===== config.mk =====
export PLATFORM = sky130hd
export DESIGN_NAME = ddc_decimation_config
export DESIGN_NICKNAME = d
export VERILOG_FILES = /design/src/logic/ddc_cfg_pkg.sv /design/src/logic/decim_counter.sv /design/src/logic/ddc_decimation_config.sv
export SDC_FILE = /design/constraint.sdc
export NUM_CORES = 1
export LEC_CHECK = 0
export BUFFER_PORTS_ARGS = -buffer_cell sky130_fd_sc_hd__buf_2
export CAP_MARGIN = 30
export CORE_UTILIZATION = 49
export CTS_CLUSTER_DIAMETER = 80
export DETAILED_ROUTE_END_ITERATION = 10
export PLACE_DENSITY = 0.75
export SKIP_CTS_REPAIR_TIMING = 1
export SYNTH_ARGS = -nofsm -noshare
export SYNTH_HDL_FRONTEND = slang
export SYNTH_HIERARCHICAL = 1
export SYNTH_SLANG_ARGS = --single-unit

===== constraint.sdc =====
create_clock -name aclk -period 2.57 [get_ports aclk]
set_input_delay 0.257 -clock aclk [delete_from_list [all_inputs] [get_ports aclk]]
set_output_delay 0.257 -clock aclk [all_outputs]
set_load 0.05 [all_outputs]

===== src/logic/ddc_cfg_pkg.sv =====
package ddc_cfg_pkg;

    // Register indices as printed; byte address is four times the index
    localparam logic [11:0] mode_and_decimation_idx = 12'h310;
    localparam logic [11:0] input_routing_idx       = 12'h311;
    localparam logic [13:0] mode_and_decimation_addr = 14'h0c40;
    localparam logic [13:0] input_routing_addr       = 14'h0c44;

    localparam logic [7:0] mode_and_decimation_rst = 8'h00;
    localparam logic [7:0] input_routing_rst       = 8'h00;

    // Field positions
    localparam int if_mode_lsb     = 4;
    localparam int c2r_bit         = 3;
    localparam int dec_lsb         = 0;
    localparam int ext_dec_lsb     = 4;
    localparam int q_sel_bit       = 2;
    localparam int i_sel_bit       = 0;
    localparam logic [7:0] routing_wmask = 8'hf5;

    localparam logic [2:0] dec_extended = 3'h7;

    // AXI responses
    localparam logic [1:0] resp_okay   = 2'h0;
    localparam logic [1:0] resp_slverr = 2'h2;

    localparam int sample_w = 16;

    typedef enum logic [1:0] {
        if_variable,
        if_zero,
        if_quarter,
        if_test
    } if_mode_t;

    // Stage enable mask bits
    localparam int st_hb1 = 0;
    localparam int st_hb2 = 1;
    localparam int st_hb3 = 2;
    localparam int st_hb4 = 3;
    localparam int st_tb1 = 4;
    localparam int st_tb2 = 5;
    localparam int st_fb  = 6;

endpackage


===== src/logic/decim_counter.sv =====
`timescale 1ns/1ps
module decim_counter (
    input  wire logic       aclk,
    input  wire logic       aresetn,
    input  wire logic       in_valid,
    input  wire logic [5:0] ratio,
    output logic            out_strobe
);
    typedef struct packed {
        logic [5:0] cnt;
        logic       strobe;
    } cnt_state_t;

    cnt_state_t s_q;
    cnt_state_t s_d;

    always_comb begin
        s_d = s_q;
        s_d.strobe = 1'b0;
        if (in_valid) begin
            // Ratio change mid-count is absorbed at the next wrap
            if (s_q.cnt + 6'h01 >= ratio) begin
                s_d.cnt = 6'h00;
                s_d.strobe = 1'b1;
            end else begin
                s_d.cnt = s_q.cnt + 6'h01;
            end
        end
    end

    always_ff @(posedge aclk) begin
        if (!aresetn) begin
            s_q <= '0;
        end else begin
            s_q <= s_d;
        end
    end

    assign out_strobe = s_q.strobe;
endmodule


===== src/logic/ddc_decimation_config.sv =====
// Contract
// - Mode bits [5:4]: 00 variable, 01 zero, 10 quarter rate, 11 test
// - Complex-to-real clear: I and Q both valid as a pair
// - Complex-to-real set: I only, extra quarter-rate mixing
// - Code 000: halfband one+two, ratio 2 real or 4 complex
// - Code 001: halfband one..three, ratio 4 real or 8 complex
// - Code 010: all four halfbands, ratio 8 real or 16 complex
// - Code 011: halfband one only, ratio 1 real or 2 complex
// - Code 100: halfband one plus thirdband two, ratio 3 or 6
// - Code 101: halfband one, two plus thirdband two, ratio 6 or 12
// - Code 110: halfband one..three plus thirdband two, ratio 12 or 24
// - Code 111: chain chosen by extended four-bit field
// - Extended field ignored unless primary code is all ones
// - Extended 0: thirdband two plus four halfbands, ratio 48 or 24
// - Extended 2: fifthband plus halfband one, ratio 10 or 5
// - Extended 3: fifthband plus halfbands one, two, ratio 20 or 10
// - Extended 4: fifthband plus halfbands one..three, ratio 40 or 20
// - Extended 7: thirdband one only, ratio 3, no half variant
// - Extended 8: fifthband plus thirdband one, ratio 15
// - Extended 9: halfband two, fifthband, thirdband one, ratio 30
// - Routing bit 2: Q from channel A when 0, B when 1
// - Routing bit 0: I from A or B; bits 1, 3 read-only zero
`timescale 1ns/1ps
module ddc_decimation_config (
    input  wire logic        aclk,
    input  wire logic        aresetn,
    input  wire logic [13:0] s_axi_awaddr,
    input  wire logic        s_axi_awvalid,
    output logic             s_axi_awready,
    input  wire logic [31:0] s_axi_wdata,
    input  wire logic [3:0]  s_axi_wstrb,
    input  wire logic        s_axi_wvalid,
    output logic             s_axi_wready,
    output logic [1:0]       s_axi_bresp,
    output logic             s_axi_bvalid,
    input  wire logic        s_axi_bready,
    input  wire logic [13:0] s_axi_araddr,
    input  wire logic        s_axi_arvalid,
    output logic             s_axi_arready,
    output logic [31:0]      s_axi_rdata,
    output logic [1:0]       s_axi_rresp,
    output logic             s_axi_rvalid,
    input  wire logic        s_axi_rready,
    input  wire logic [15:0] chan_a_data,
    input  wire logic [15:0] chan_b_data,
    input  wire logic        sample_valid,
    output logic [15:0]      out_i,
    output logic [15:0]      out_q,
    output logic             out_valid,
    output logic             out_q_valid,
    output logic             out_real,
    output logic [1:0]       if_mode,
    output logic [6:0]       stage_enable,
    output logic [5:0]       decim_ratio
);

    ////////////////////////////////////////////////////////////////////////
    typedef struct packed {
        logic        aw_held;
        logic [13:0] aw_addr;
        logic        w_held;
        logic [7:0]  w_data;
        logic        w_strb0;
        logic        bvalid;
        logic [1:0]  bresp;
        logic        rvalid;
        logic [31:0] rdata;
        logic [1:0]  rresp;
        logic [7:0]  ctrl;
        logic [7:0]  route;
        logic [6:0]  stages;
        logic [5:0]  ratio;
        logic [1:0]  qphase;
        logic [15:0] i_smp;
        logic [15:0] q_smp;
        logic        ovalid;
        logic        qvalid;
        logic        oreal;
        logic [15:0] i_hold;
        logic [15:0] q_hold;
        logic        awrdy;
        logic        wrdy;
        logic        arrdy;
    } state_t;

    state_t s_q;
    state_t s_d;
    logic   dec_strobe;

    ////////////////////////////////////////////////////////////////////////
    // Chain lookup: stage mask and ratio for the real or complex output chosen by c2r
    logic [6:0] sel_stages;
    logic [5:0] sel_ratio;
    logic       sel_ok;
    logic       c2r;

    always_comb begin
        sel_stages = s_q.stages;
        sel_ratio  = s_q.ratio;
        sel_ok     = 1'b1;
        c2r        = s_q.ctrl[ddc_cfg_pkg::c2r_bit];
        case (s_q.ctrl[2:0])
            3'h0: begin
                sel_stages = 7'h03;
                sel_ratio  = c2r ? 6'h02 : 6'h04;
            end
            3'h1: begin
                sel_stages = 7'h07;
                sel_ratio  = c2r ? 6'h04 : 6'h08;
            end
            3'h2: begin
                sel_stages = 7'h0f;
                sel_ratio  = c2r ? 6'h08 : 6'h10;
            end
            3'h3: begin
                sel_stages = 7'h01;
                sel_ratio  = c2r ? 6'h01 : 6'h02;
            end
            3'h4: begin
                sel_stages = 7'h21;
                sel_ratio  = c2r ? 6'h03 : 6'h06;
            end
            3'h5: begin
                sel_stages = 7'h23;
                sel_ratio  = c2r ? 6'h06 : 6'h0c;
            end
            3'h6: begin
                sel_stages = 7'h27;
                sel_ratio  = c2r ? 6'h0c : 6'h18;
            end
            default: begin
                // Extended field only consulted here
                case (s_q.route[7:4])
                    4'h0: begin
                        sel_stages = 7'h2f;
                        sel_ratio  = c2r ? 6'h18 : 6'h30;
                    end
                    4'h2: begin
                        sel_stages = 7'h41;
                        sel_ratio  = c2r ? 6'h05 : 6'h0a;
                    end
                    4'h3: begin
                        sel_stages = 7'h43;
                        sel_ratio  = c2r ? 6'h0a : 6'h14;
                    end
                    4'h4: begin
                        sel_stages = 7'h47;
                        sel_ratio  = c2r ? 6'h14 : 6'h28;
                    end
                    4'h7: begin
                        sel_stages = 7'h10;
                        sel_ratio  = 6'h03;
                    end
                    4'h8: begin
                        sel_stages = 7'h50;
                        sel_ratio  = 6'h0f;
                    end
                    4'h9: begin
                        sel_stages = 7'h52;
                        sel_ratio  = 6'h1e;
                    end
                    default: begin
                        sel_ok = 1'b0;
                    end
                endcase
            end
        endcase
    end

    ////////////////////////////////////////////////////////////////////////
    // Input routing and quarter-rate mixing
    logic [15:0] i_in;
    logic [15:0] q_in;
    logic [15:0] i_mix;

    always_comb begin
        i_in = s_q.route[ddc_cfg_pkg::i_sel_bit] ? chan_b_data : chan_a_data;
        q_in = s_q.route[ddc_cfg_pkg::q_sel_bit] ? chan_b_data : chan_a_data;
        // Quarter-rate mixer as +I, +Q, -I, -Q sequence
        case (s_q.qphase)
            2'h0: i_mix = i_in;
            2'h1: i_mix = q_in;
            2'h2: i_mix = 16'h0000 - i_in;
            default: i_mix = 16'h0000 - q_in;
        endcase
    end

    decim_counter u_decim (
        .aclk       (aclk),
        .aresetn    (aresetn),
        .in_valid   (sample_valid),
        .ratio      (s_q.ratio),
        .out_strobe (dec_strobe)
    );

    ////////////////////////////////////////////////////////////////////////
    logic        wr_go;
    logic        rd_go;
    logic [13:0] ra;

    always_comb begin
        s_d = s_q;
        ra  = s_axi_araddr;
        if (s_axi_awvalid && !s_q.aw_held) begin
            s_d.aw_held = 1'b1;
            s_d.aw_addr = s_axi_awaddr;
        end
        if (s_axi_wvalid && !s_q.w_held) begin
            s_d.w_held  = 1'b1;
            s_d.w_data  = s_axi_wdata[7:0];
            s_d.w_strb0 = s_axi_wstrb[0];
        end
        wr_go = s_q.aw_held && s_q.w_held && !s_q.bvalid;
        if (wr_go) begin
            s_d.aw_held = 1'b0;
            s_d.w_held  = 1'b0;
            s_d.bvalid  = 1'b1;
            s_d.bresp   = ddc_cfg_pkg::resp_okay;
            if (s_q.aw_addr[13:2] == ddc_cfg_pkg::mode_and_decimation_addr[13:2]) begin
                if (s_q.w_strb0) s_d.ctrl = s_q.w_data;
            end else if (s_q.aw_addr[13:2] == ddc_cfg_pkg::input_routing_addr[13:2]) begin
                if (s_q.w_strb0) s_d.route = s_q.w_data & ddc_cfg_pkg::routing_wmask;
            end else begin
                s_d.bresp = ddc_cfg_pkg::resp_slverr;
            end
        end
        if (s_q.bvalid && s_axi_bready) s_d.bvalid = 1'b0;

        rd_go = s_axi_arvalid && !s_q.rvalid;
        if (rd_go) begin
            s_d.rvalid = 1'b1;
            s_d.rresp  = ddc_cfg_pkg::resp_okay;
            s_d.rdata  = 32'h00000000;
            if (ra[13:2] == ddc_cfg_pkg::mode_and_decimation_addr[13:2]) begin
                s_d.rdata = {24'h000000, s_q.ctrl};
            end else if (ra[13:2] == ddc_cfg_pkg::input_routing_addr[13:2]) begin
                s_d.rdata = {24'h000000, s_q.route};
            end else begin
                s_d.rresp = ddc_cfg_pkg::resp_slverr;
            end
        end
        if (s_q.rvalid && s_axi_rready) s_d.rvalid = 1'b0;

        // Undefined extended code: keep last chain
        if (sel_ok) begin
            s_d.stages = sel_stages;
            s_d.ratio  = sel_ratio;
        end

        // Datapath
        if (sample_valid) begin
            s_d.qphase = s_q.qphase + 2'h1;
            // Held so a gap after the kept sample never leaks out
            s_d.i_hold = s_q.ctrl[ddc_cfg_pkg::c2r_bit] ? i_mix : i_in;
            s_d.q_hold = q_in;
        end
        s_d.ovalid = 1'b0;
        s_d.qvalid = 1'b0;
        s_d.oreal  = s_q.ctrl[ddc_cfg_pkg::c2r_bit];
        if (dec_strobe) begin
            s_d.ovalid = 1'b1;
            if (s_q.ctrl[ddc_cfg_pkg::c2r_bit]) begin
                s_d.i_smp = s_q.i_hold;
                s_d.q_smp = 16'h0000;
            end else begin
                s_d.i_smp  = s_q.i_hold;
                s_d.q_smp  = s_q.q_hold;
                s_d.qvalid = 1'b1;
            end
        end
        s_d.awrdy = !s_d.aw_held;
        s_d.wrdy  = !s_d.w_held;
        s_d.arrdy = !s_d.rvalid;
    end

    always_ff @(posedge aclk) begin
        if (!aresetn) begin
            s_q        <= '0;
            s_q.ctrl   <= ddc_cfg_pkg::mode_and_decimation_rst;
            s_q.route  <= ddc_cfg_pkg::input_routing_rst;
            s_q.stages <= 7'h03;
            s_q.ratio  <= 6'h04;
            s_q.awrdy  <= 1'b1;
            s_q.wrdy   <= 1'b1;
            s_q.arrdy  <= 1'b1;
        end else begin
            s_q <= s_d;
        end
    end

    ////////////////////////////////////////////////////////////////////////
    // Address and data are taken independently and held until both have arrived
    assign s_axi_awready = s_q.awrdy;
    assign s_axi_wready  = s_q.wrdy;
    assign s_axi_bvalid  = s_q.bvalid;
    assign s_axi_bresp   = s_q.bresp;
    assign s_axi_arready = s_q.arrdy;
    assign s_axi_rvalid  = s_q.rvalid;
    assign s_axi_rdata   = s_q.rdata;
    assign s_axi_rresp   = s_q.rresp;
    assign out_i         = s_q.i_smp;
    assign out_q         = s_q.q_smp;
    assign out_valid     = s_q.ovalid;
    assign out_q_valid   = s_q.qvalid;
    assign out_real      = s_q.oreal;
    assign if_mode       = s_q.ctrl[5:4];
    assign stage_enable  = s_q.stages;
    assign decim_ratio   = s_q.ratio;
endmodule


### After elaboration in Yosys (flattened, before gate mapping)

Index checks and enable logic that the tools add are counted.
W data, S select, Z words.

| storage, ports and cells | value |
|---|---|
| bits in latches | 0 |
| bits in writable memories | 0 |
| memories kept | 0 |
| input port bits | 104 |
| logic and storage cells | 116 |
| bits in registers | 169 |
| memory bits (read-only) | 0 |

| cells by class | value |
|---|---|
| $add $sub $neg | 4 |
| bitwise logic cells | 2 |
| equal/unequal tests | 18 |
| multiply operators | 0 |
| muxes and demuxes | 38 |
| magnitude comparators | 1 |
| divide/modulo/power cells | 0 |
| reductions and logical operators | 26 |
| shifts and indexed selects | 0 |

Operator list:

| operator | count |
|---|---|
| $pmux W7 S7 | 2 |
| $pmux W6 S7 | 2 |
| $mux W16 | 4 |
| $eq A12 B10 Y1 const B | 4 |
| $pmux W16 S3 | 1 |
| $mux W35 | 1 |
| $mux W32 | 1 |
| $sub A1 B16 Y16 const A | 2 |
| $mux W6 | 3 |
| $mux W15 | 1 |
| $mux W5 | 3 |
| $reduce_bool A14 Y1 | 1 |
| $reduce_or A7 Y1 | 2 |
| $mux W2 | 6 |
| $mux W4 | 3 |
| $mux W10 | 1 |
| $eq A3 B3 Y1 const B | 3 |
| $eq A4 B2 Y1 const B | 2 |
| $eq A4 B3 Y1 const B | 2 |
| $eq A4 B4 Y1 const B | 2 |
| $mux W8 | 1 |
| $logic_and A1 B1 Y1 | 7 |
| $logic_not A1 Y1 | 7 |
| $mux W1 | 7 |
| other kinds (16) | 21 |

### Longest topological paths before layout

| logic depth | value |
|---|---|
| word-level depth | 6 |
| gate-level depth with buffers | 12 |
| mapped depth without buffers | 10 |

### Modules after synthesis

The synthesis kept the hierarchy.

By module, submodules not included:

| module | area an instance (um^2) | times used | cells an instance |
|---|---|---|---|
| ddc_decimation_config | 7594.8 | 1 | 907 |
| decim_counter | 510.5 | 1 | 57 |

### Least setup slack after synthesis

Ideal clock, no wire load.

| timing | value |
|---|---|
| kind | reg2reg |
| start | register s_q[70] in the netlist's numbering |
| end | register s_q[27] in the netlist's numbering |
| path slack | -182 ps |
| arrival time | 2635 ps |
| clock period less this slack | 2752 ps |
| stages on the path, launching flop included | 13 |
| data required time | 2453 ps |
| path through | dfxtp_1 -> inv_1 -> ha_1 -> mux2_2 -> buf_2 -> mux2i_1 -> ha_1 -> clkbuf_1 -> nand2b_1 -> or4_1 -> a32oi_1 -> and3_1 -> o21ai_1 |

| between the ends | value |
|---|---|
| cells in the longest elaborated chain, start to end | 3 |
| elaborated cells on any way between the ends | 5 |
| those cells by class | eq/ne (2); mux (2); reduce/logical (1) |

RTL lines:

| item | RTL line | RTL |
|---|---|---|
| from (decl) | ddc_decimation_config.sv:86 | `state_t s_q;` |
| $eq A2 B2 Y1, or another cell as far along | ddc_decimation_config.sv:180 | `case (s_q.qphase)` |
| $pmux W16 S3 * | ddc_decimation_config.sv:180 |  |
| $mux W16 * | ddc_decimation_config.sv:254 | `s_d.i_hold = s_q.ctrl[ddc_cfg_pkg::c2r_bit] ? i_mix : i_in;` |

Every way passes the cells marked *; elsewhere a longest branch is shown, timed or not.
A chain may end at the register's enable or synchronous reset.

### Final worst setup path

Same ends and word-level chain as after synthesis.

==> metrics.cfg <==
[worst_setup_path]
cp_num_cells = 10
startpoint = s_q[70]$_SDFFE_PN0P_
cp_num_buf_inv = 1
cp.required_ps = 2890
regToRegSetupSlack_ps = 110
worst-path-max-fanout = 5
cp_slowest_stage_delay_ps = 400
worstSetupPathType = reg2reg
path_common_cell = ha_2
critPathLaunchType = flip-flop
cp.arrival_ps = 2770
ff2ff_path_depth = 10
critical_path.top_delay_family = simple AND/OR/NAND/NOR gates
crit_end = s_q[27]$_SDFFE_PN0P_
rr_startpoint = s_q[70]$_SDFFE_PN0P_
r2r-end = s_q[27]$_SDFFE_PN0P_
end_kind = flip-flop
crit_chain = inv_1 > ha_2 > mux2_4 > mux2i_2 > ha_2 > nand2b_1 > or4_1 > a32oi_1 > and3_1 > o21ai_1
cp_slowest_cell = or4_1

[synthesis]
yosysTopAreaCell = dfxtp_1
yosys.area.top_type_share_pct = 34.8
ys_ff_latch = 141
synth_cell_types = 74
ys.flop_type = dfxtp_1
synth_edf_count = 0
yosys-top-cells-area = dfxtp_1, buf_4, mux2i_1, nand2_1, nor2b_1
synth_area_mm2 = 0.00811
ys_seq_area_share_pct = 34.8
ys.warnings.count = 6
synth_async_sr_flop_share_pct = 0
syn_avg_cell_area_um2 = 8.41
postSynthCellCount = 964

[grt]
grt_pass1_wl_um = 30400
antenna_found_initial = 1
grtUsageTotal_pct = 22.9
grt_pass1_vias = 6054
grt-ovfl-total = 0
grt_max_degree = 54

[floorplan]
dieArea_mm2 = 0.0171
die_h_um = 131
die_w_um = 131
pin_count = 195
rows = 46
fp.coreArea_mm2 = 0.0160
start_util_pct = 50.7

[finish]
nFillCells = 1478
antennaDiodeCount = 0
nets = 1141
synthToLayoutAreaGrowth_pct = 12.5
multi_input_area_mm2 = 0.00437
finalInstanceArea_mm2 = 0.00912
drive_gt1_share_pct = 22.5
layout_commonest_cell = dfxtp_1
seqCellArea_mm2 = 0.00283
mostFrequentLayoutCells = dfxtp_1, buf_2, nand2_1
utilization_pct = 57.0

[timing]
period_needed_ps = 2460
tightestPinTransition_ps = 697
skew_ps = 6.71
hold_violations = 0
slew_headroom_pct = 53.5
fin_crit_sh_pct = 95.6
setup_ws_ps = 113
setup_viol = 0
fmax_mhz = 407
drv_slew = 0

[pwr]
power.density_mw_per_mm2 = 594
power_uw = 5420
p_leak_uw = 0.00371
ir_drop_mv = 0.503

[route]
wl_per_cell_um = 15.3
ant_nets = 0
dr.pass1.iters = 5
drt_iter0_markers = 535
vias_per_cell = 5.42
vias = 6801
post-route-drc-count = 0
routed_wl_um = 19200

[outcome]
status = completed

[clocking]
cts_buffer_depth = 2
cts_buffers = 17
cts_root_buffer = clkbuf_16
cts_max_level = 4
clk_latency_ps = 420
clock_sinks = 141
tritoncts = yes
path_clk_slew_ps = 60

[placement]
hpwlAfterDp_um = 13700
gp_congestion = 0.913
post_dp_cell_area_mm2 = 0.00849
pre_cts_ws_ps = 56.7
portBuffers = 137

[job]
max-cap-violations = 0

[hold_path]
hp-class = in2reg
hold_path_depth = 3

## synthesized netlist by cell type (all sizes together), types with 7 or more instances
| master | count |
|---|---|
| dfxtp | 141 |
| o211a | 13 |
| clkbuf | 50 |
| mux2i | 58 |
| a21boi | 29 |
| nand4 | 9 |
| o22ai | 18 |
| nor3 | 10 |
| xnor2 | 9 |
| xor2 | 10 |
| mux2 | 16 |
| nand2 | 99 |
| nand2b | 17 |
| a31oi | 7 |
| o211ai | 7 |
| buf | 99 |
| nor3b | 9 |
| nand3 | 17 |
| inv | 37 |
| nor2 | 50 |
| o21ai | 43 |
| and2 | 28 |
| a221oi | 11 |
| a21oi | 21 |
| nor2b | 47 |
| o221ai | 7 |
| ha | 11 |
## worst min-delay path by stage
stage	from	slack (ps)	end
finish	s_axi_awaddr[4]	70	s_q[153]$_SDFFE_PN0P_
global route	s_axi_wdata[1]	80	s_q[141]$_SDFFE_PN0P_
floorplan	s_axi_wdata[1]	400	s_q[141]$_SDFFE_PN0P_
CTS	s_axi_awaddr[4]	60	s_q[153]$_SDFFE_PN0P_
global placement	stage_enable[0]$_SDFFE_PN1P_	440	stage_enable[0]$_SDFFE_PN1P_
detailed placement	stage_enable[0]$_SDFFE_PN1P_	450	stage_enable[0]$_SDFFE_PN1P_
## metal layers
layer	up-vias	global-route usage [%]	share of wire [%]
met4	2	8.25	1.6
li1	3404	-	-
met5	-	0	0.068
met2	198	36.4	47
met3	28	5.05	5.9
met1	3169	30.3	46
## state kept, by name (all words and copies together) (netlist names), 2 cells and up
| signal | flops |
|---|---|
| stage_enable | 7 |
| s_axi_rdata | 8 |
| if_mode | 2 |
| decim_ratio | 6 |
| out_i | 16 |
| s_q | 68 |
| u_decim/s_q | 6 |
| out_q | 16 |
## final cells by class
| type | count | share of cell area, % |
|---|---|---|
| multi-input cells | 662 | 47.9 |
| flip-flops and latches | 141 | 31.0 |
| repair buffers | 167 | 10.0 |
| clock buffers | 18 | 4.82 |
| well taps | 216 | 2.96 |
| clock inverters | 13 | 1.81 |
| inverters | 37 | 1.52 |
## stage by stage
stage | instances | hold slack, ps | setup TNS, ps
floorplan | 989 | 402 | 0
global placement | 1221 | 443 | 0
detailed placement | 1221 | 453 | 0
CTS | 1252 | 58.8 | 0
global route | 1254 | 76.6 | -13.6
finish | 1254 | 74.4 | 0
## logic make-up after synthesis
| family | share of synthesized area, % |
|---|---|
| other cells | 0.0463 |
| buf+inv | 12.7 |
| mux | 9.39 |
| simple gates | 21.4 |
| compound gates | 17.9 |
| flops | 34.8 |
| fa+ha+maj | 1.70 |
| xor+xnor | 2.05 |
## worst min-delay path: cells and delay by family
| family | cells | cell delay [ps] |
|---|---|---|
| buffers and inverters | 1 | 90 |
| AO/OA/AOI/OAI | 1 | 60 |
| AND/OR/NAND/NOR | 1 | 40 |
## power breakdown
| part | switching (µW) | internal (µW) | total, µW |
|---|---|---|---|
| Sequential | 47.2 | 2260 | 2310 |
| Clock | 965 | 1550 | 2520 |
| Combinational | 389 | 206 | 594 |
Note: power is estimated with default switching activity, not from simulation.
